**config.mk**
```make
export PLATFORM = sky130hd
export DESIGN_NAME = mcst_regs
export DESIGN_NICKNAME = d
export VERILOG_FILES = /design/src/include/mcst_pkg.sv /design/src/core/mcst_sync.sv /design/src/core/mcst_tick.sv /design/src/core/mcst_regs.sv
export VERILOG_INCLUDE_DIRS = /design/src /design/src/include
export SDC_FILE = /design/constraint.sdc
export NUM_CORES = 1
export LEC_CHECK = 0
export ABC_AREA = 0
export BUFFER_PORTS_ARGS = -buffer_cell sky130_fd_sc_hd__clkbuf_2
export CAP_MARGIN = 20
export CORE_AREA = 2 2 121 135
export CTS_BUF_LIST = sky130_fd_sc_hd__clkbuf_8
export DETAILED_ROUTE_END_ITERATION = 16
export DIE_AREA = 0 0 123 137
export PLACE_DENSITY = 0.77
export SLEW_MARGIN = 10
export SYNTH_ARGS = -nofsm -noshare
export SYNTH_HDL_FRONTEND = slang
export SYNTH_SLANG_ARGS = --single-unit
```
**constraint.sdc**
```tcl
create_clock -name CLK_I -period 6.2 [get_ports CLK_I]
set_input_delay 0 -clock CLK_I [delete_from_list [all_inputs] [get_ports CLK_I]]
set_output_delay 0 -clock CLK_I [all_outputs]
set_load 0.01 [all_outputs]
```
**src/include/mcst_consts.svh**
```systemverilog
// constants for the control, status and timer register bank
`ifndef MCST_CONSTS_SVH
`define MCST_CONSTS_SVH

// apb byte offsets
`define MCST_OFF_STATUS 8'h00
`define MCST_OFF_BANK 8'h04
`define MCST_OFF_TIMER 8'h08
`define MCST_OFF_IFLAG 8'h0c
`define MCST_OFF_CTRL 8'h10
`define MCST_OFF_DIR5 8'h14
`define MCST_OFF_DIR6 8'h18
`define MCST_OFF_DIR7 8'h1c
`define MCST_OFF_WAKE6 8'h20
`define MCST_OFF_SLPCTL 8'h24
`define MCST_OFF_IMASK 8'h28

// status word fields
`define MCST_ST_PAGE_HI 6
`define MCST_ST_PAGE_LO 5
`define MCST_ST_TOUT 4
`define MCST_ST_PDOWN 3
`define MCST_ST_SW_MASK 8'he7
`define MCST_ST_RESET 8'h18

// interrupt flag and mask fields
`define MCST_IF_EXT 3
`define MCST_IF_TMR 0
`define MCST_IF_USED 8'h09

// timer control word fields
`define MCST_CT_PULLUP_N 7
`define MCST_CT_GIE 6
`define MCST_CT_TSRC 5
`define MCST_CT_TEDGE 4
`define MCST_CT_PSA 3
`define MCST_CT_RESET 8'hbf

// sleep and watchdog control fields
`define MCST_SC_OD 6
`define MCST_SC_WATCHDOG_ENABLE 5
`define MCST_SC_DEEP 4
`define MCST_SC_P7WAKE_N 0
`define MCST_SC_USED 8'h79
`define MCST_SC_RESET 8'h31

// register reset values
`define MCST_ALL_ONES 8'hff
`define MCST_ALL_ZERO 8'h00

// timing
`define MCST_CLK_HZ 20000000
`define MCST_WDT_MS 18
`define MCST_OST_MS 18
`define MCST_CYC_DIV2_LAST 2'h1
`define MCST_CYC_DIV4_LAST 2'h3

`endif

```
**src/include/mcst_pkg.sv**
```systemverilog
// types for the control, status and timer register bank
package mcst_pkg;
    typedef enum logic [2:0] {
        MCST_RUN  = 3'b001,
        MCST_DEEP = 3'b010,
        MCST_OST  = 3'b100
    } mcst_sleep_t;
endpackage

```
**src/core/mcst_sync.sv**
```systemverilog
// two-stage synchroniser for pin inputs
`timescale 1ns/100ps
module mcst_sync #(
    parameter int W = 1
) (
    input wire logic clk_i,
    input wire logic rst_b_i,
    input wire logic [W-1:0] d_i,
    output logic [W-1:0] q_o
);
    logic [W-1:0] meta_ff;

    always_ff @(posedge clk_i or negedge rst_b_i) begin
        if (!rst_b_i) begin
            meta_ff <= '0;
            q_o <= '0;
        end else begin
            meta_ff <= d_i;
            q_o <= meta_ff;
        end
    end
endmodule

```
**src/core/mcst_tick.sv**
```systemverilog
// period counter that pulses once every LIMIT cycles
`timescale 1ns/100ps
module mcst_tick #(
    parameter logic [19:0] LIMIT = 20'h00010
) (
    input wire logic clk_i,
    input wire logic rst_b_i,
    input wire logic clr_i,
    output logic tick_o
);
    logic [19:0] cnt_ff;
    wire last = (cnt_ff == LIMIT - 20'h00001);

    assign tick_o = last & ~clr_i;

    always_ff @(posedge clk_i or negedge rst_b_i) begin
        if (!rst_b_i) begin
            cnt_ff <= 20'h00000;
        end else if (clr_i || last) begin
            cnt_ff <= 20'h00000;
        end else begin
            cnt_ff <= cnt_ff + 20'h00001;
        end
    end
endmodule

```
**src/core/mcst_regs.sv**
```systemverilog
// special-function registers, timer, prescaler, watchdog and deep sleep control
//
// Summary of operation
// - jump, call or pc write loads page bits into pc bits 11 and 12
// - returns keep page bits; page comes from the stacked address
// - time-out flag set by sleep, watchdog clear, power up; cleared by time-out
// - power-down flag set by power on and watchdog clear; cleared by sleep
// - bank pointer: bits 7-6 pick bank, bits 5-0 indirect address
// - external flag on int pin falling edge, timer flag on overflow; sticky
// - software writes only clear interrupt flags; unused bits read zero
// - interrupt flag reads return flags anded with mask
// - control bit 7 low enables port pull-ups
// - control bit 6 shows global interrupt enable
// - control bit 5 picks timer source, bit 4 picks pin edge
// - one prescaler, given to timer (bit 3 = 0) or watchdog (1)
// - ratio field divides by 2^(n+1) for timer, 2^n for watchdog
// - timer write clears prescaler; watchdog clear or sleep clears watchdog path
// - internal source steps once per instruction cycle, fosc/2 or fosc/4
// - direction bit 1 makes pin input, 0 makes it output
// - wake-up enables are active low, per pin on port 6, one shared bit for port 7
// - sleep-control bit 6 enables open drain on port-7 pins 6 and 7
// - watchdog enable bit works only while code option is 0
// - clearing bit 4 enters deep sleep; low wake pin sets it, start-up delay
// - watchdog time-out about 18 ms without prescaler resets the device
// - interrupt requested when flag, mask and global enable all set
// - reset sets control bits except bit 6, and all wake-up bits
//
// The address map and the APB slave port were left to the implementer.
`timescale 1ns/100ps
`include "mcst_consts.svh"
module mcst_regs #(
    parameter logic [19:0] WDT_CYCLES = 20'(`MCST_WDT_MS * (`MCST_CLK_HZ / 1000)),
    parameter logic [19:0] OST_CYCLES = 20'(`MCST_OST_MS * (`MCST_CLK_HZ / 1000))
) (
    // clock and reset
    input wire logic CLK_I,
    input wire logic RST_B_I,
    // apb slave
    input wire logic PSEL_I,
    input wire logic PENABLE_I,
    input wire logic PWRITE_I,
    input wire logic [7:0] PADDR_I,
    input wire logic [31:0] PWDATA_I,
    output logic [31:0] PRDATA_O,
    output logic PREADY_O,
    output logic PSLVERR_O,
    // code options and core events
    input wire logic CLK_DIV4_OPT_I,
    input wire logic WDT_CODE_OPT_I,
    input wire logic SLEEP_INST_I,
    input wire logic WDT_CLR_INST_I,
    input wire logic IRQ_EN_INST_I,
    input wire logic IRQ_DIS_INST_I,
    input wire logic IRQ_RET_INST_I,
    input wire logic IRQ_ENTRY_I,
    input wire logic PC_LOAD_I,
    input wire logic PC_RETURN_I,
    input wire logic [1:0] RET_PAGE_I,
    // core outputs
    output logic [1:0] PC_PAGE_O,
    output logic [1:0] BANK_SEL_O,
    output logic [5:0] IND_ADDR_O,
    output logic IRQ_REQ_O,
    output logic WDT_RESET_O,
    output logic OSC_RUN_O,
    output logic CORE_HOLD_O,
    // pins
    input wire logic INT_N_PIN_I,
    input wire logic TCC_PIN_I,
    input wire logic [7:0] PORT6_PIN_I,
    input wire logic [1:0] PORT7_WAKE_PIN_I,
    // pad controls
    output logic [7:0] PORT5_DIR_O,
    output logic [7:0] PORT6_DIR_O,
    output logic [7:0] PORT7_DIR_O,
    output logic PULLUP_EN_N_O,
    output logic OPEN_DRAIN_EN_O
);
    logic [7:0] status_ff;
    logic [7:0] bank_ff;
    logic [7:0] timer_counter_ff;
    logic [7:0] iflag_ff;
    logic [7:0] ctrl_ff;
    logic gie_ff;
    logic [7:0] wake6_ff;
    logic [7:0] slpctl_ff;
    logic [7:0] imask_ff;
    logic [7:0] psc_ff;
    logic [1:0] cyc_ff;
    logic int_s_d_ff;
    logic tcc_s_d_ff;
    logic [31:0] prdata_ff;
    logic pready_ff;
    logic pslverr_ff;
    logic irq_ff;
    logic wdt_rst_ff;
    logic hold_ff;
    logic [1:0] page_ff;
    mcst_pkg::mcst_sleep_t state_ff;
    mcst_pkg::mcst_sleep_t nxt_state;

    logic int_s;
    logic tcc_s;
    logic [7:0] p6_s;
    logic [1:0] p7_s;
    logic wdt_base_tick;
    logic ost_done;

    function automatic logic ratio_hit(input logic [7:0] cnt, input logic [3:0] bits);
        logic [8:0] mask;
        mask = (9'h001 << bits) - 9'h001;
        ratio_hit = (({1'b0, cnt} & mask) == 9'h000);
    endfunction

    // pin synchronisers
    mcst_sync #(.W(12)) u_sync (
        .clk_i(CLK_I),
        .rst_b_i(RST_B_I),
        .d_i({INT_N_PIN_I, TCC_PIN_I, PORT6_PIN_I, PORT7_WAKE_PIN_I}),
        .q_o({int_s, tcc_s, p6_s, p7_s})
    );

    // apb decode
    // read data is captured at setup, so the access cycle answers with no wait state
    wire setup = PSEL_I & ~PENABLE_I;
    wire wr_en = PSEL_I & PENABLE_I & PWRITE_I & pready_ff;
    wire [7:0] wd = PWDATA_I[7:0];
    wire hit_status = (PADDR_I == `MCST_OFF_STATUS);
    wire hit_bank = (PADDR_I == `MCST_OFF_BANK);
    wire hit_timer = (PADDR_I == `MCST_OFF_TIMER);
    wire hit_iflag = (PADDR_I == `MCST_OFF_IFLAG);
    wire hit_ctrl = (PADDR_I == `MCST_OFF_CTRL);
    wire hit_dir5 = (PADDR_I == `MCST_OFF_DIR5);
    wire hit_dir6 = (PADDR_I == `MCST_OFF_DIR6);
    wire hit_dir7 = (PADDR_I == `MCST_OFF_DIR7);
    wire hit_wake6 = (PADDR_I == `MCST_OFF_WAKE6);
    wire hit_slpctl = (PADDR_I == `MCST_OFF_SLPCTL);
    wire hit_imask = (PADDR_I == `MCST_OFF_IMASK);
    wire hit_any = hit_status | hit_bank | hit_timer | hit_iflag | hit_ctrl | hit_dir5
                 | hit_dir6 | hit_dir7 | hit_wake6 | hit_slpctl | hit_imask;

    // read view
    wire [7:0] ctrl_view = {ctrl_ff[7], gie_ff, ctrl_ff[5:0]};
    wire [7:0] iflag_view = iflag_ff & imask_ff & `MCST_IF_USED;
    wire [7:0] rd_byte = hit_status ? status_ff :
                         hit_bank ? bank_ff :
                         hit_timer ? timer_counter_ff :
                         hit_iflag ? iflag_view :
                         hit_ctrl ? ctrl_view :
                         hit_dir5 ? PORT5_DIR_O :
                         hit_dir6 ? PORT6_DIR_O :
                         hit_dir7 ? PORT7_DIR_O :
                         hit_wake6 ? wake6_ff :
                         hit_slpctl ? slpctl_ff :
                         hit_imask ? imask_ff & `MCST_IF_USED : `MCST_ALL_ZERO;

    // instruction cycle divider
    wire [1:0] cyc_last = CLK_DIV4_OPT_I ? `MCST_CYC_DIV4_LAST : `MCST_CYC_DIV2_LAST;
    wire inst_tick = (cyc_ff == cyc_last);

    // timer source and prescaler
    wire tcc_rise = tcc_s & ~tcc_s_d_ff;
    wire tcc_fall = ~tcc_s & tcc_s_d_ff;
    wire pin_evt = ctrl_ff[`MCST_CT_TEDGE] ? tcc_fall : tcc_rise;
    wire src_evt = ctrl_ff[`MCST_CT_TSRC] ? pin_evt : inst_tick;
    wire psa_wdt = ctrl_ff[`MCST_CT_PSA];
    wire [2:0] ratio = ctrl_ff[2:0];
    wire [7:0] psc_inc = psc_ff + 8'h01;
    wire tmr_wr = wr_en & hit_timer;
    wire wdt_clr = SLEEP_INST_I | WDT_CLR_INST_I;
    wire wdt_en = slpctl_ff[`MCST_SC_WATCHDOG_ENABLE] & ~WDT_CODE_OPT_I;
    wire tmr_step = psa_wdt ? src_evt : src_evt & ratio_hit(psc_inc, {1'b0, ratio} + 4'h1);
    wire wdt_out = wdt_en & wdt_base_tick & (~psa_wdt | ratio_hit(psc_inc, {1'b0, ratio}));
    wire psc_clr = psa_wdt ? wdt_clr : tmr_wr;
    wire psc_step = psa_wdt ? wdt_en & wdt_base_tick : src_evt;
    wire tmr_ovf = tmr_step & ~tmr_wr & (timer_counter_ff == `MCST_ALL_ONES);

    // watchdog base period, restarted by clear instructions
    // the base counter runs on the core clock in place of a separate rc oscillator
    mcst_tick #(.LIMIT(WDT_CYCLES)) u_wdt (
        .clk_i(CLK_I),
        .rst_b_i(RST_B_I),
        .clr_i(wdt_clr | ~wdt_en),
        .tick_o(wdt_base_tick)
    );

    // oscillator start-up delay after deep-sleep wake
    mcst_tick #(.LIMIT(OST_CYCLES)) u_ost (
        .clk_i(CLK_I),
        .rst_b_i(RST_B_I),
        .clr_i(state_ff != mcst_pkg::MCST_OST),
        .tick_o(ost_done)
    );

    // wake-up detection
    wire p6_wake = |(~p6_s & ~wake6_ff);
    wire p7_wake = ~slpctl_ff[`MCST_SC_P7WAKE_N] & |(~p7_s);
    wire wake_evt = (state_ff == mcst_pkg::MCST_DEEP) & (p6_wake | p7_wake);

    // sleep state machine
    // the core stays held until the start-up delay has run out
    always_comb begin
        nxt_state = state_ff;
        case (state_ff)
            mcst_pkg::MCST_RUN: begin
                if (wr_en && hit_slpctl && !wd[`MCST_SC_DEEP]) begin
                    nxt_state = mcst_pkg::MCST_DEEP;
                end
            end
            mcst_pkg::MCST_DEEP: begin
                if (wake_evt) begin
                    nxt_state = mcst_pkg::MCST_OST;
                end
            end
            mcst_pkg::MCST_OST: begin
                if (ost_done) begin
                    nxt_state = mcst_pkg::MCST_RUN;
                end
            end
            default: begin
                nxt_state = mcst_pkg::MCST_RUN;
            end
        endcase
    end

    // next values
    wire [7:0] nxt_status_sw = wr_en & hit_status
                             ? (wd & `MCST_ST_SW_MASK) | (status_ff & ~`MCST_ST_SW_MASK)
                             : status_ff;
    wire nxt_tout = wdt_out ? 1'b0 : (wdt_clr ? 1'b1 : status_ff[`MCST_ST_TOUT]);
    wire nxt_pdown = WDT_CLR_INST_I ? 1'b1
                   : (SLEEP_INST_I ? 1'b0 : status_ff[`MCST_ST_PDOWN]);
    wire [7:0] nxt_status = {nxt_status_sw[7:5], nxt_tout, nxt_pdown, nxt_status_sw[2:0]};
    wire [7:0] iflag_kept = (wr_en & hit_iflag) ? iflag_ff & wd : iflag_ff;
    wire int_fall = ~int_s & int_s_d_ff;
    wire [7:0] iflag_set = {4'h0, int_fall, 2'h0, tmr_ovf};
    wire [7:0] nxt_iflag = (iflag_kept | iflag_set) & `MCST_IF_USED;
    wire nxt_gie = (IRQ_EN_INST_I | IRQ_RET_INST_I) ? 1'b1
                 : ((IRQ_DIS_INST_I | IRQ_ENTRY_I) ? 1'b0 : gie_ff);
    wire [7:0] slp_sw = (wr_en & hit_slpctl) ? wd & `MCST_SC_USED : slpctl_ff;
    wire [7:0] nxt_slpctl = wake_evt ? slp_sw | (8'h01 << `MCST_SC_DEEP) : slp_sw;
    wire [7:0] nxt_timer = tmr_wr ? wd : timer_counter_ff + {7'h00, tmr_step};
    wire nxt_irq = gie_ff & |(iflag_ff & imask_ff & `MCST_IF_USED);
    wire [1:0] nxt_page = PC_RETURN_I ? RET_PAGE_I
                        : (PC_LOAD_I ? status_ff[`MCST_ST_PAGE_HI:`MCST_ST_PAGE_LO] : page_ff);

    // apb response registers
    always_ff @(posedge CLK_I or negedge RST_B_I) begin
        if (!RST_B_I) begin
            prdata_ff <= 32'h00000000;
            pready_ff <= 1'b0;
            pslverr_ff <= 1'b0;
        end else begin
            prdata_ff <= setup ? {24'h000000, rd_byte} : prdata_ff;
            pready_ff <= setup;
            pslverr_ff <= setup & ~hit_any;
        end
    end

    // status, interrupt and page registers
    always_ff @(posedge CLK_I or negedge RST_B_I) begin
        if (!RST_B_I) begin
            status_ff <= `MCST_ST_RESET;
            iflag_ff <= `MCST_ALL_ZERO;
            gie_ff <= 1'b0;
            irq_ff <= 1'b0;
            page_ff <= 2'h0;
        end else begin
            status_ff <= nxt_status;
            iflag_ff <= nxt_iflag;
            gie_ff <= nxt_gie;
            irq_ff <= nxt_irq;
            page_ff <= nxt_page;
        end
    end

    // software-written configuration registers
    always_ff @(posedge CLK_I or negedge RST_B_I) begin
        if (!RST_B_I) begin
            bank_ff <= `MCST_ALL_ZERO;
            ctrl_ff <= `MCST_CT_RESET;
            PORT5_DIR_O <= `MCST_ALL_ONES;
            PORT6_DIR_O <= `MCST_ALL_ONES;
            PORT7_DIR_O <= `MCST_ALL_ONES;
            wake6_ff <= `MCST_ALL_ONES;
            imask_ff <= `MCST_ALL_ZERO;
        end else begin
            bank_ff <= (wr_en & hit_bank) ? wd : bank_ff;
            ctrl_ff <= (wr_en & hit_ctrl) ? wd : ctrl_ff;
            PORT5_DIR_O <= (wr_en & hit_dir5) ? wd : PORT5_DIR_O;
            PORT6_DIR_O <= (wr_en & hit_dir6) ? wd : PORT6_DIR_O;
            PORT7_DIR_O <= (wr_en & hit_dir7) ? wd : PORT7_DIR_O;
            wake6_ff <= (wr_en & hit_wake6) ? wd : wake6_ff;
            imask_ff <= (wr_en & hit_imask) ? wd & `MCST_IF_USED : imask_ff;
        end
    end

    // timer, prescaler, edge history and divider
    always_ff @(posedge CLK_I or negedge RST_B_I) begin
        if (!RST_B_I) begin
            timer_counter_ff <= `MCST_ALL_ZERO;
            psc_ff <= `MCST_ALL_ZERO;
            cyc_ff <= 2'h0;
            // history starts low like the synchroniser, so reset fakes no falling edge
            int_s_d_ff <= 1'b0;
            tcc_s_d_ff <= 1'b0;
        end else begin
            timer_counter_ff <= nxt_timer;
            psc_ff <= psc_clr ? `MCST_ALL_ZERO : (psc_step ? psc_inc : psc_ff);
            cyc_ff <= inst_tick ? 2'h0 : cyc_ff + 2'h1;
            int_s_d_ff <= int_s;
            tcc_s_d_ff <= tcc_s;
        end
    end

    // sleep control, watchdog reset and hold
    always_ff @(posedge CLK_I or negedge RST_B_I) begin
        if (!RST_B_I) begin
            slpctl_ff <= `MCST_SC_RESET;
            state_ff <= mcst_pkg::MCST_RUN;
            wdt_rst_ff <= 1'b0;
            hold_ff <= 1'b0;
        end else begin
            slpctl_ff <= nxt_slpctl;
            state_ff <= nxt_state;
            wdt_rst_ff <= wdt_out;
            hold_ff <= (nxt_state != mcst_pkg::MCST_RUN);
        end
    end

    // outputs
    assign PRDATA_O = prdata_ff;
    assign PREADY_O = pready_ff;
    assign PSLVERR_O = pslverr_ff;
    assign PC_PAGE_O = page_ff;
    assign BANK_SEL_O = bank_ff[7:6];
    assign IND_ADDR_O = bank_ff[5:0];
    assign IRQ_REQ_O = irq_ff;
    assign WDT_RESET_O = wdt_rst_ff;
    assign OSC_RUN_O = slpctl_ff[`MCST_SC_DEEP];
    assign CORE_HOLD_O = hold_ff;
    assign PULLUP_EN_N_O = ctrl_ff[`MCST_CT_PULLUP_N];
    assign OPEN_DRAIN_EN_O = slpctl_ff[`MCST_SC_OD];
endmodule

```
== Yosys cells after proc, flatten, opt, wreduce, memory -nomap -nowiden ==
Index checks and enable logic that the tools add are counted.

* Logic and storage cells: 183
* Flip-flop bits (word level): 171
* Output and inout port bits: 74
* Bits of input ports: 69

* Bitwise operators: 68
* Reduce and logical (&&, ||, !) cells: 17
* Shift-type cells: 2
* Add/subtract/negate cells: 8
* Mux-type cells: 38
* Eq/ne operators: 19

{| class="wikitable"
|+ Operators by type and width
! cell !! number
|-
| two-way mux 8 bit || 14
|-
| adder 20 x 1 -> 20 bit, second input constant || 2
|-
| equality test 20 x 19 -> 1 bit, second input constant || 2
|-
| two-way mux 20 bit || 2
|-
| equality test 8 x 5 -> 1 bit, second input constant || 4
|-
| AND 1 bit || 30
|-
| equality test 8 x 6 -> 1 bit, second input constant || 3
|-
| AND 8 x 9 -> 9 bit || 2
|-
| logical NOT 9 bit || 2
|-
| subtractor 9 x 1 -> 9 bit, second input constant || 2
|-
| equality test 8 x 4 -> 1 bit, second input constant || 2
|-
| NOT 8 bit || 2
|-
| bitwise OR 1 bit || 16
|-
| NOT 1 bit || 12
|-
| nonzero test 2 bit || 6
|-
| two-way mux 1 bit || 11
|-
| two-way mux 3 bit || 3
|-
| case mux 3 bit (3 select lines) || 1
|-
| << shifter 1 x 3 -> 9 bit, first input constant || 1
|-
| << shifter 1 x 4 -> 9 bit, first input constant || 1
|-
| adder 8 x 1 -> 8 bit || 1
|-
| adder 8 x 1 -> 8 bit, second input constant || 1
|-
| AND 4 bit || 2
|-
| AND 8 bit || 1
|-
| 22 further kinds || 29
|}

== Depth between registers and ports, before layout ==
Gate-level depths: netlist of run 1.

* Depth in word-level cells: 13
* Depth in mapped cells: 16
* Gate-level depth less buffers: 15

== Cells and area by module ==
Synthesis of run 1 repeated with hierarchy kept, for this count alone.

* Cell total of the unflattened synthesis: 824
* Area total of the unflattened synthesis: 8508.2 µm²

{| class="wikitable"
|+ Modules (own cells, without submodules)
! module !! times used !! seq. area each (µm²) !! area an instance (µm²) !! cells each
|-
| mcst_regs || 1 || 2633.8 || 5800.6 || 588
|-
| mcst_tick || 2 || 500.5 || 1053.5 || 106
|-
| mcst_sync || 1 || 600.6 || 600.6 || 24
|}

== Worst setup path before layout of run 1 ==
OpenSTA, ideal clock, no wires.

* Path kind: reg-to-reg
* From: register ctrl_ff[2]
* To: register timer_counter_ff[4]
* Clock period less this slack: 3.432 ns
* Required time: 6.063 ns
* Data arrival time: 3.294 ns
* Cell stages (with the launch flop): 17
* Path slack: 2.768 ns
* Buffers on the path: 2
* Library setup time: 0.137 ns
* Cell sequence: dfstp_2 -> clkbuf_1 -> inv_1 -> ha_1 -> clkbuf_1 -> nand2_1 -> ha_1 -> or3b_2 -> a21oi_1 -> a31oi_1 -> o22ai_1 -> o31ai_2 -> ha_1 -> ha_1 -> nand3_1 -> xor2_1 -> a21oi_1

* Longest elaborated chain between the ends: 9

{| class="wikitable"
|+ RTL lines
! item !! RTL line !! text
|-
| start: declaration || mcst_regs.sv:83 || <nowiki>logic [7:0] ctrl_ff;</nowiki>
|-
| start signal: assignment || mcst_regs.sv:281 || <nowiki>ctrl_ff <= `MCST_CT_RESET;</nowiki>
|-
| start signal: assignment || mcst_regs.sv:289 || <nowiki>ctrl_ff <= (wr_en & hit_ctrl) ? wd : ctrl_ff;</nowiki>
|-
| adder 3 x 1 -> 4 bit || mcst_regs.sv:172 || <nowiki>wire tmr_step = psa_wdt ? src_evt : src_evt & ratio_hit(psc_inc, {1'b0, ratio} + 4'h1);</nowiki>
|-
| << shifter 1 x 4 -> 9 bit || mcst_regs.sv:111 || <nowiki>mask = (9'h001 << bits) - 9'h001;</nowiki>
|-
| subtractor 9 x 1 -> 9 bit || mcst_regs.sv:111 ||
|-
| AND 8 x 9 -> 9 bit || mcst_regs.sv:112 || <nowiki>ratio_hit = (({1'b0, cnt} & mask) == 9'h000);</nowiki>
|-
| logical NOT 9 bit || mcst_regs.sv:112 ||
|-
| AND 1 bit || mcst_regs.sv:172 ||
|-
| two-way mux 1 bit || mcst_regs.sv:172 ||
|-
| adder 8 x 1 -> 8 bit || mcst_regs.sv:242 || <nowiki>wire [7:0] nxt_timer = tmr_wr ? wd : timer_counter_ff + {7'h00, tmr_step};</nowiki>
|-
| two-way mux 8 bit || mcst_regs.sv:242 ||
|-
| named net nxt_timer[4] || mcst_regs.sv:242 ||
|-
| end signal: assignment || mcst_regs.sv:301 || <nowiki>timer_counter_ff <= `MCST_ALL_ZERO;</nowiki>
|-
| end signal: assignment || mcst_regs.sv:308 || <nowiki>timer_counter_ff <= nxt_timer;</nowiki>
|-
| end: declaration || mcst_regs.sv:81 || <nowiki>logic [7:0] timer_counter_ff;</nowiki>
|}

The timed path passes the listed nets, and every way through them passes these cells.
A chain may end at the register's enable or synchronous reset.

== Worst setup path after layout of run 1 ==
* From: register ctrl_ff[0]
* To: register timer_counter_ff[4]

Same word-level chain as after synthesis.

==> metrics.md, run 1 <==
| Metric | Value |
|---|---|
| Global-route wire length before repair | between 30000 and 40000 um |
| Worst path required time | 6.51 ns |
| Max-capacitance violation count | 0 |
| Global route overflow | 0 |
| Iter 0 DRT Violations | slightly below 500 |
| TritonCTS Buffers | 17 |
| Cells after DPL | 1046 |
| Fin Setup TNS | 0 ns |
| Multi-input logic area | between 3000 and 4000 um2 |
| Die height | approximately 140 um |
| Worst-Skew Late Latency | 0.47 ns |
| Yosys top cell by area | dfrtp_1 |
| Root buffer cell | clkbuf_8 |
| Synth top area share | 0.366 |
| Critical path arrival | between 4 and 5 ns |
| Seq. cell area | about 4200 um2 |
| Worst slack at placement | between 2 and 2.5 ns |
| CP endpoint kind | register |
| CP most frequent cell | ha_1 |
| Area Overhead vs Synth | 15.5% |
| Final Hold Viols | 0 |
| Synth top area cells | dfrtp_1 (37%), dfstp_2 (14%), mux2_2 (8.2%) |
| Total I/O pin count | between 100 and 150 |
| Routed len/inst | between 15 and 20 um |
| Fillers | between 1k and 1.5k |
| Final non-filler cell total | roughly 1.1k |
| Routed vias/inst | 5.63 |
| Mapped Area | 8340 um2 |
| # DRC | 0 |
| CTS Sinks | about 170 |
| IO Port Bufs | 94 |
| Die width | 123 um |
| Outcome | completed |
| H-Tree Depth | 4 |
| Post-CTS resize count | 0 |
| Commonest cells after routing, fill and taps aside | dfrtp_1 (122), clkbuf_2 (93), nor2_1 (84) |
| Final HPWL DP | ~14000 um |
| Ys flop type | dfrtp_1 |
| Asr flop ratio synth | 1.00 |
| Routed WL | between 15000 and 20000 um |
| Largest stage delay, worst path | 0.77 ns |
| Initial core utilization | 0.539 |
| Core area | approximately 15000 um2 |
| Post-synthesis cell count | 785 |
| Setup violations, final | 0 |
| Final Cycle Share | 0.626 |
| Worst Tran Pin Value | 0.974 ns |
| Placer Congestion | approximately 0.93 |
| TritonRoute pass-1 iters | 5 |
| Antenna fix cells | 0 |
| Vias in the first global route | between 6k and 7k |
| Share of post-route cells with drive strength above 1 | 0.274 |
| Yosys cell types | 70 |
| Number of synthesized register bits | ~170 |
| Worst-path clk slew | around 0.10 ns |
| Power per cell area | 238 nW/um2 |
| Area of the die | ~17000 um2 |
| Worst-path fanout max | 22 |
| Hold Crit Class | input pin to register |
| Final Net Count | just under 1k |
| GRT Total Usage | 0.244 |
| PnR worst setup slack | ~2.3 ns |
| RSZ-0062 raised after global routing | false |
| Fin util | 0.622 |
| Peak supply drop | between 0.15 and 0.2 mV |
| FMAX | ~0.26 GHz |
| Initial antenna violation count | 0 |
| P_leak | 4.30 nW |
| Largest net degree at the start of global routing | approximately 110 |
| Clock tree buffer depth | 2 |
| Pwr Total | 2.29 mW |
| Slew Viols, Final | 0 |
| Critical path cell sequence | nand2_1 > inv_1 > ha_1 > nand4b_1 > ha_1 > or3b_2 > a21oi_1 > a31oi_1 > o22ai_1 > o31ai_2 > ha_1 > ha_1 > nand3_1 > xor2_1 > a21oi_1 |
| ANT nets after route | 0 |
| Startpoint types | register |
| Skew final | between 0.015 and 0.02 ns |
| Via Count | about 6.3k |
| Post-synth EDFFs | 0 |
| CP max-delay cell | dfstp_2 |
| CP Class | register to register |
| YS warnings | 0 |
| Row count | 48 |
| Register area share after synthesis | 0.508 |
| CTS tree | yes |
| Max-slew headroom | 0.350 |
| Post-synthesis average cell area | 10.6 um2 |
| Commonest non-fill, non-tap cell in the layout | dfrtp_1 |
| Min Tclk post-route | 3.88 ns |
[final timing paths]
check	from	end	slack (ns)	depth (start not counted)
max	ctrl_ff[0]	timer_counter_ff[4]	2.32	15
min	PWDATA_I[0]	PORT6_DIR_O[0]	0.04	2
max reg2reg	ctrl_ff[0]	timer_counter_ff[4]	2.32	15
min reg2reg	u_sync.meta_ff[0]	u_sync.q_o[0]	0.36	0
max in group asynchronous	RST_B_I	u_ost.cnt_ff[14]	4.68	3
min in group asynchronous	RST_B_I	u_wdt.cnt_ff[18]	0.23	2
[metal layers]
layer / track usage / share of wire / wire [um]
met1: 0.322 / 0.44 / 8720
met4: 0.0859 / 0.023 / 463
met2: 0.397 / 0.49 / 9630
met3: 0.0558 / 0.050 / 993
met5: 0 / 0 / 0
[final cells by class]
class | count | share of cell area
sequential | 167 | 0.440
multi-input combinational | 569 | 0.397
timing repair buffer | 133 | 0.0895
tap | 200 | 0.0260
clock buffer | 17 | 0.0243
clock inverter | 15 | 0.0184
inverter | 14 | 0.00545
[cell families (layout without fill, tap and decap cells)]
family	count (synthesis)	count (layout)	share of synthesized area
DFF	167	167	0.508
muxes	79	79	0.104
other	1	24	0.000449
buffers and inverters	72	179	0.0445
adders and majority gates	10	10	0.0147
and+or+nand+nor	281	281	0.178
xor gates and xnor gates	59	59	0.0619
AOI/OAI and AO/OA	116	116	0.0891
[synthesized netlist by cell type, types with 3 or more instances]
library cell  count
nand3_1          31
nor3_1           16
nand2b_1          9
and2_1            3
buf_4            24
xnor2_1          22
nor4_1            4
nand2_1          51
o21a_1            4
dfrtp_1         122
nand4_1          17
ha_1              9
mux2_2           61
nor2b_1          11
clkbuf_1         25
nand3b_1          5
dfstp_2          45
a31oi_1           7
o21ai_0          32
a21oi_1          28
a22oi_1           3
nor2_1           84
xor2_1           37
or3_1             6
buf_2             9
inv_1            14
a221oi_1          5
and4_1            5
and3_1           13
mux2i_1          18
o21ai_1           5
o22ai_1          11
[sequential cells by signal (all words and copies together) (netlist names), 12 cells and up]
name	count
u_ost.cnt_ff	20
u_wdt.cnt_ff	20
u_sync.meta_ff	12
u_sync.q_o	12
[metrics by stage]
step / hold slack, ns / cell area (um2)
finish: 0.0380 / 9640
global route: 0.0318 / 9640
CTS: 0.0148 / 9640
detailed placement: 0.110 / 8850
global placement: 0.109 / 8850
floorplan: -0.296 / 8430
[power by group]
part           total (mW)  switching (mW)  internal (mW)
Sequential           1.22          0.0779           1.14
Clock               0.783           0.474          0.309
Combinational       0.285           0.162          0.123
[what timing repair did]
| action | CTS | global route |
|---|---|---|
| setup buffers | 0 | 0 |
| endpoints found under the hold margin | 148 | 0 |
| hold buffers | 37 | 0 |
[worst max-delay path, delay by kind of cell, from the launching register on]
family	cells	cell delay, ns
adder cells (fa/ha/maj)	4	1.08
buffers and inverters	1	0.16
AO/OA/AOI/OAI	5	0.63
flip-flops	1	0.77
XOR/XNOR	1	0.16
AND/OR/NAND/NOR	4	0.91
Note: power is estimated with default switching activity, not from simulation.
==> run 2, diff against run 1 <==
--- a/config.mk
+++ b/config.mk
@@ -9,11 +9,11 @@
 export ABC_AREA = 0
 export BUFFER_PORTS_ARGS = -buffer_cell sky130_fd_sc_hd__clkbuf_2
 export CAP_MARGIN = 20
-export CORE_AREA = 2 2 121 135
+export CORE_AREA = 2 2 123 137
 export CTS_BUF_LIST = sky130_fd_sc_hd__clkbuf_8
 export DETAILED_ROUTE_END_ITERATION = 16
-export DIE_AREA = 0 0 123 137
-export PLACE_DENSITY = 0.77
+export DIE_AREA = 0 0 125 139
+export PLACE_DENSITY = 0.78
 export SLEW_MARGIN = 10
 export SYNTH_ARGS = -nofsm -noshare
 export SYNTH_HDL_FRONTEND = slang
==> constraint.sdc (replaced) <==
create_clock -name CLK_I -period 3.4 [get_ports CLK_I]
set_input_delay 0 -clock CLK_I [delete_from_list [all_inputs] [get_ports CLK_I]]
set_output_delay 0 -clock CLK_I [all_outputs]
set_load 0.01 [all_outputs]
==> run 2 against run 1 <==
  * Sequential share of layout area down 0.64 points
  * Critical endpoint unchanged
  * Largest power group unchanged
  * Worst hold slack better by 0.0070 ns
  * Fmax rose by 21%
  * Highest routed layer unchanged
  * Register-to-register slack got worse by 2.1 ns
==> metrics.md, run 2 (same netlist as run 1, synthesis figures left out) <==
| Metric | Value |
|---|---|
| Root buffer cell | clkbuf_8 |
| FMAX | 0.313 GHz (+21%) |
| GRT Total Usage | 0.236 (-0.00847) |
| Stages on worst setup path | 14 (-1) |
| Antenna fix cells | 0 (unchanged) |
| Worst-path clk slew | 0.09 ns (about the same) |
| Global route overflow | 0 (unchanged) |
| Largest net degree at the start of global routing | 97 (-14%) |
| P_leak | 4.37 nW (+1.5%) |
| Area Overhead vs Synth | 17.2% |
| Routed WL | 20000 um (+1.2%) |
| Peak supply drop | 0.330 mV (+100%) |
| CP max-delay cell | dfstp_2 |
| CTS tree | yes |
| Worst Tran Pin Value | 0.898 ns (-0.0762 ns) |
| Worst-Skew Late Latency | 0.46 ns (about the same) |
| Fillers | 1320 (+3.6%) |
| FF-to-FF path depth | 14 (-1) |
| Final Hold Viols | 0 (unchanged) |
| Iter 0 DRT Violations | 415 (-16%) |
| Final HPWL DP | 13600 um (-1.2%) |
| Hold Crit Class | input pin to register |
| Final non-filler cell total | 1129 (+1.3%) |
| Max-slew headroom | 0.401 (+0.0508) |
| ANT nets after route | 0 (unchanged) |
| CP bufs+invs | 1 (unchanged) |
| Worst-path fanout max | 6 (-73%) |
| Slew Viols, Final | 0 (unchanged) |
| Die height | 139 um (+1.5%) |
| Total I/O pin count | 143 (unchanged) |
| Core area | 16100 um2 (+3.7%) |
| Area of the die | 17400 um2 (+3.1%) |
| TritonCTS Buffers | 17 (unchanged) |
| Outcome | completed |
| Setup violations, final | 0 (unchanged) |
| Crit Reg-Reg Startpoint | ctrl_ff[2] |
| Commonest non-fill, non-tap cell in the layout | dfrtp_1 |
| Vias in the first global route | 6298 (+3.5%) |
| Via Count | 6332 (+0.81%) |
| Skew final | 0.0189 ns (-0.000410 ns) |
| Row count | 49 (+2.1%) |
| Initial core utilization | 0.519 (-0.0190) |
| Crit-path leading delay family | adder cells |
| Switching Share | 0.287 (-0.0245) |
| TritonRoute pass-1 iters | 5 (unchanged) |
| Startpoint types | register |
| NetSw | 1.22 mW (+70%) |
| Clock tree buffer depth | 2 (unchanged) |
| Initial antenna violation count | 0 (unchanged) |
| Cells after DPL | 1057 (+1.1%) |
| Global-route wire length before repair | 32600 um (+3.6%) |
| Placer Congestion | 0.893 (-4.0%) |
| Dpl cell area | 8920 um2 (+0.79%) |
| Hold path start | PADDR_I[7] |
| Max-capacitance violation count | 0 (unchanged) |
| # DRC | 0 (unchanged) |
| Final Cycle Share | 0.940 (+0.314) |
| WHS Path Cells | 3 (+1) |
| Commonest cells after routing, fill and taps aside | dfrtp_1 (122), clkbuf_2 (93), nor2_1 (84) |
| CP endpoint kind | register |
| CP Class | register to register |
| CTS Sinks | 167 (unchanged) |
| Die width | 125 um (+1.6%) |
| Worst path required time | 3.75 ns (-2.76 ns) |
| Biggest regs | u_ost.cnt_ff x20, u_wdt.cnt_ff x20 |
| Routed len/inst | 17.7 um (about the same) |
| Final Net Count | 990 (+1.0%) |
| Post-route cell area | 9780 um2 (+1.5%) |
| Clock power share | 0.348 (+0.006) |
| Critical Path Start | ctrl_ff[2] |
| Combinational share of power | 0.126 (+0.002) |
| Min Tclk post-route | 3.20 ns (-0.684 ns) |
| Routed vias/inst | 5.61 (-0.44%) |
| Power per cell area | 433 nW/um2 (+82%) |
| H-Tree Depth | 4 (unchanged) |
| Largest stage delay, worst path | 0.54 ns (-0.23 ns) |
| Critical path arrival | 3.54 ns (-0.65 ns) |
| Critical path cell sequence | inv_1 > ha_4 > nand4b_1 > ha_4 > or3b_2 > a21oi_1 > a31oi_1 > o22ai_2 > o31ai_4 > ha_2 > ha_1 > nand3_1 > xor2_1 > a21oi_2 |
| Reg power frac | 0.526 (-0.008) |
| Internal Power | 3.01 mW (+91%) |
| CP most frequent cell | ha_4 |
| IO Port Bufs | 94 (unchanged) |
| Share of post-route cells with drive strength above 1 | 0.285 (+0.0111) |
run 2: power by group through the flow:
stage,Combinational (mW),Clock [mW],Sequential [mW]
after global placement,0.466,0,2.26
after CTS,0.515,1.51,2.22
after detailed placement,0.478,0,2.25
after global routing,0.593,1.58,2.25
final,0.532,1.47,2.22
after floorplan,0.383,0,2.19
run 2: worst paths after layout:
check / to / slack (ns)
min: PSLVERR_O / 0.04
max reg2reg: timer_counter_ff[4] / 0.20
max in group asynchronous: wake6_ff[0] / 2.25
max: timer_counter_ff[4] / 0.20
min in group asynchronous: u_wdt.cnt_ff[17] / 0.19
min reg2reg: u_sync.q_o[9] / 0.36
run 2: cell type report:
type / count / area, um2 / area share
sequential: 167 / 4240 / 0.433
timing repair buffer: 143 / 952 / 0.0974
tap: 204 / 255 / 0.0261
inverter: 14 / 52.6 / 0.00537
multi-input combinational: 569 / 3870 / 0.396
clock buffer: 18 / 248 / 0.0253
clock inverter: 14 / 165 / 0.0169
run 2: worst min-delay path, stage by stage:
cell,delay [ns]
clkbuf_2,0.14
nor2_1,0.12
a31oi_1,0.15
run 2: per-stage QoR:
step / setup WS, ns / hold WS, ns / utilization / power [mW] / setup TNS, ns
2_1_floorplan: 0.0710 / -0.296 / - / 2.57 / 0
3_3_place_gp: 0.217 / 0.110 / 0.556 / 2.72 / 0
3_5_place_dp: 0.0649 / 0.110 / 0.556 / 2.73 / 0
4_1_cts: 0.0491 / 0.00414 / 0.605 / 4.24 / 0
5_1_grt: -0.0125 / 0.0350 / 0.609 / 4.42 / -0.0125
6_report: 0.203 / 0.0450 / 0.609 / 4.23 / 0
run 2: what timing repair did:
| action | 4_1_cts | 5_1_grt |
|---|---|---|
| gates resized for setup | 0 | 8 |
| endpoints found under the setup margin | 0 | 6 |
| endpoints found under the hold margin | 151 | 0 |
| setup buffers | 0 | 2 |
| hold buffers | 38 | 0 |
run 2: layer usage:
layer | up-vias | routed length [um] | share of wire | global-route usage
li1 | 2986 | - | - | -
met1 | 3110 | 8200 | 0.41 | 0.296
met2 | 202 | 10100 | 0.50 | 0.398
met3 | 34 | 1270 | 0.063 | 0.0602
met4 | 0 | 477 | 0.024 | 0.0819
met5 | - | 0 | 0 | 0
==> run 3, diff against run 2 <==
==> constraint.sdc (replaced) <==
create_clock -name CLK_I -period 2.6 [get_ports CLK_I]
set_input_delay 0 -clock CLK_I [delete_from_list [all_inputs] [get_ports CLK_I]]
set_output_delay 0 -clock CLK_I [all_outputs]
set_load 0.01 [all_outputs]
==> run 3 against run 2 <==
  * The run now ends with negative setup slack left
  * Register-to-register slack got worse by 0.57 ns
  * Sequential power rose by 32%
  * Flip-flop and latch count did not move
  * Die area did not move
  * Largest cell class unchanged
  * Critical path type unchanged
  * Critical endpoint unchanged
==> metrics.md, run 3 (same netlist as run 1, synthesis figures left out) <==
| Metric | Value |
|---|---|
| PnR worst setup slack | -0.370 ns (-0.573 ns) |
| GRT Total Usage | 0.231 (-0.00467) |
| Largest net degree at the start of global routing | 71 (-27%) |
| Antenna fix cells | 0 (unchanged) |
| Iter 0 DRT Violations | 536 (+29%) |
| Critical path arrival | 3.32 ns (-0.22 ns) |
| Core area | 16100 um2 (unchanged) |
| CTS Sinks | 167 (unchanged) |
| Worst path required time | 2.95 ns (-0.80 ns) |
| Initial antenna violation count | 0 (unchanged) |
| Placer Congestion | 0.886 (-0.78%) |
| Skew final | 0.0134 ns (-0.00545 ns) |
| RSZ-0062 raised after global routing | true |
| Area Overhead vs Synth | 19.3% |
| CP endpoint kind | register |
| Clock tree buffer depth | 2 (unchanged) |
| Routed vias/inst | 5.64 (+0.59%) |
| TritonRoute pass-1 iters | 6 (+1) |
| IO Port Bufs | 94 (unchanged) |
| Final HPWL DP | 13700 um (+1.1%) |
| Routed WL | 20000 um (about the same) |
| Worst-path clk slew | 0.10 ns (about the same) |
| FMAX | 0.337 GHz (+7.6%) |
| Startpoint types | register |
| Area of the die | 17400 um2 (unchanged) |
| Final non-filler cell total | 1147 (+1.6%) |
| Worst-path fanout max | 5 (-1) |
| Root buffer cell | clkbuf_8 |
| Global-route wire length before repair | 32400 um (-0.53%) |
| Slew Viols, Final | 0 (unchanged) |
| Worst-Skew Late Latency | 0.47 ns (about the same) |
| CTS tree | yes |
| Commonest cells after routing, fill and taps aside | dfrtp_1 (122), clkbuf_2 (93), nor2_1 (82) |
| Vias in the first global route | 6503 (+3.3%) |
| TritonCTS Buffers | 17 (unchanged) |
| Via Count | 6471 (+2.2%) |
| Setup violations, final | 8 (+8) |
| Final Net Count | 1008 (+1.8%) |
| Fin util | 0.619 (+0.0107) |
| Outcome | finished with violations |
| Violated checks | negative setup slack |
| Total I/O pin count | 143 (unchanged) |
| Max-capacitance violation count | 0 (unchanged) |
| Hold Crit Class | input pin to asynchronous set/reset pin |
| Min Tclk post-route | 2.97 ns (-0.227 ns) |
| Row count | 49 (unchanged) |
| Peak supply drop | 0.365 mV (+11%) |
| Worst Tran Pin Value | 0.697 ns (-0.201 ns) |
| P_leak | 4.44 nW (+1.6%) |
| Initial core utilization | 0.519 (unchanged) |
| Die height | 139 um (unchanged) |
| Max-slew headroom | 0.534 (+0.133) |
| Global route overflow | 0 (unchanged) |
| Cells after DPL | 1072 (+1.4%) |
| Fillers | 1279 (-3.1%) |
| Commonest non-fill, non-tap cell in the layout | dfrtp_1 |
| Power per cell area | 555 nW/um2 (+28%) |
| ANT nets after route | 0 (unchanged) |
| # DRC | 0 (unchanged) |
| Final Cycle Share | 1.14 (+0.202) |
| Routed len/inst | 17.5 um (-1.6%) |
| H-Tree Depth | 4 (unchanged) |
| Die width | 125 um (unchanged) |
| Biggest regs | u_ost.cnt_ff x20, u_wdt.cnt_ff x20 |
| Share of post-route cells with drive strength above 1 | 0.308 (+0.0221) |
| Final Hold Viols | 0 (unchanged) |
| CP Class | register to register |
## run 3: cell types whose count changed in the layout (fill, tap and decap cells not counted), moves of 3 or more
cell,previous run,this run
buf_4,10,26
clkinvlp_4,0,3
inv_6,6,3
nand3_1,31,28
## run 3: where the power goes
group / internal, mW / total (mW) / leakage, nW / switching (mW)
Clock: 0.777 / 1.82 / 0.188 / 1.04
Combinational: 0.358 / 0.788 / 2.20 / 0.430
Sequential: 2.73 / 2.92 / 2.05 / 0.189
Total: 3.86 / 5.52 / 4.44 / 1.66
## run 3: worst max-delay path: stages (launching register included)
cell and delay, ns:
dfstp_2 0.57, inv_4 0.04, ha_4 0.27, nand4b_1 0.18, ha_4 0.25, or3b_4 0.37, a21oi_2 0.12, a31oi_1 0.05
o22ai_1 0.22, o31ai_2 0.09, ha_2 0.23, ha_4 0.18, nand3_2 0.06, xor2_1 0.15, a21oi_1 0.08
## run 3: what timing repair did
action / in CTS / in global routing
buffers inserted: 2 / 1
hold buffers: 40 / 0
hold endpoints to repair: 207 / 0
resized for setup: 1 / 8
pin swaps: 4 / 10
setup endpoints to repair: 8 / 9
## run 3: per-layer routing
metal,global-route usage,wire (um),vias up
li1,-,-,3017
met2,0.380,10000,226
met5,0,0,-
met3,0.0444,1010,57
met4,0.102,661,0
met1,0.299,8340,3171
## run 3: cell type report
class	count	area [um2]	area share
Clock inverter	15	145	0.0146
Clock buffer	17	234	0.0235
Tap cell	204	255	0.0257
Inverter	14	55.1	0.00553
Timing Repair Buffer	161	1090	0.110
Sequential cell	167	4240	0.426
Multi-Input combinational cell	569	3930	0.395
## run 3: path summary, 6_finish.rpt
kind,slack [ns],depth (start not counted),endpoint,from
worst max-delay path,-0.37,14,timer_counter_ff[4],ctrl_ff[2]
worst min-delay path,0.01,2,psc_ff[7],RST_B_I
worst max register to register,-0.37,14,timer_counter_ff[4],ctrl_ff[2]
worst min register to register,0.35,0,u_sync.q_o[8],u_sync.meta_ff[8]
max in group asynchronous,1.76,3,PORT6_DIR_O[6],RST_B_I
min in group CLK_I,0.17,2,u_sync.meta_ff[4],PORT6_PIN_I[2]
## run 3: per-stage QoR
| stage | setup WS [ns] | total power, mW | hold WS (ns) | TNS [ns] | cell area, um2 |
|---|---|---|---|---|---|
| 3_3_place_gp | -0.233 | 3.63 | -0.0358 | -1.48 | 9100 |
| 4_1_cts | -0.312 | 5.52 | 0.0253 | -2.06 | 9900 |
| 3_5_place_dp | -0.337 | 3.66 | -0.0364 | -2.26 | 9100 |
| 2_1_floorplan | -0.279 | 3.39 | -0.296 | -1.84 | 8520 |
| 5_1_grt | -0.476 | 5.77 | 0.0460 | -3.35 | 9950 |
| 6_report | -0.370 | 5.52 | 0.0146 | -2.55 | 9950 |
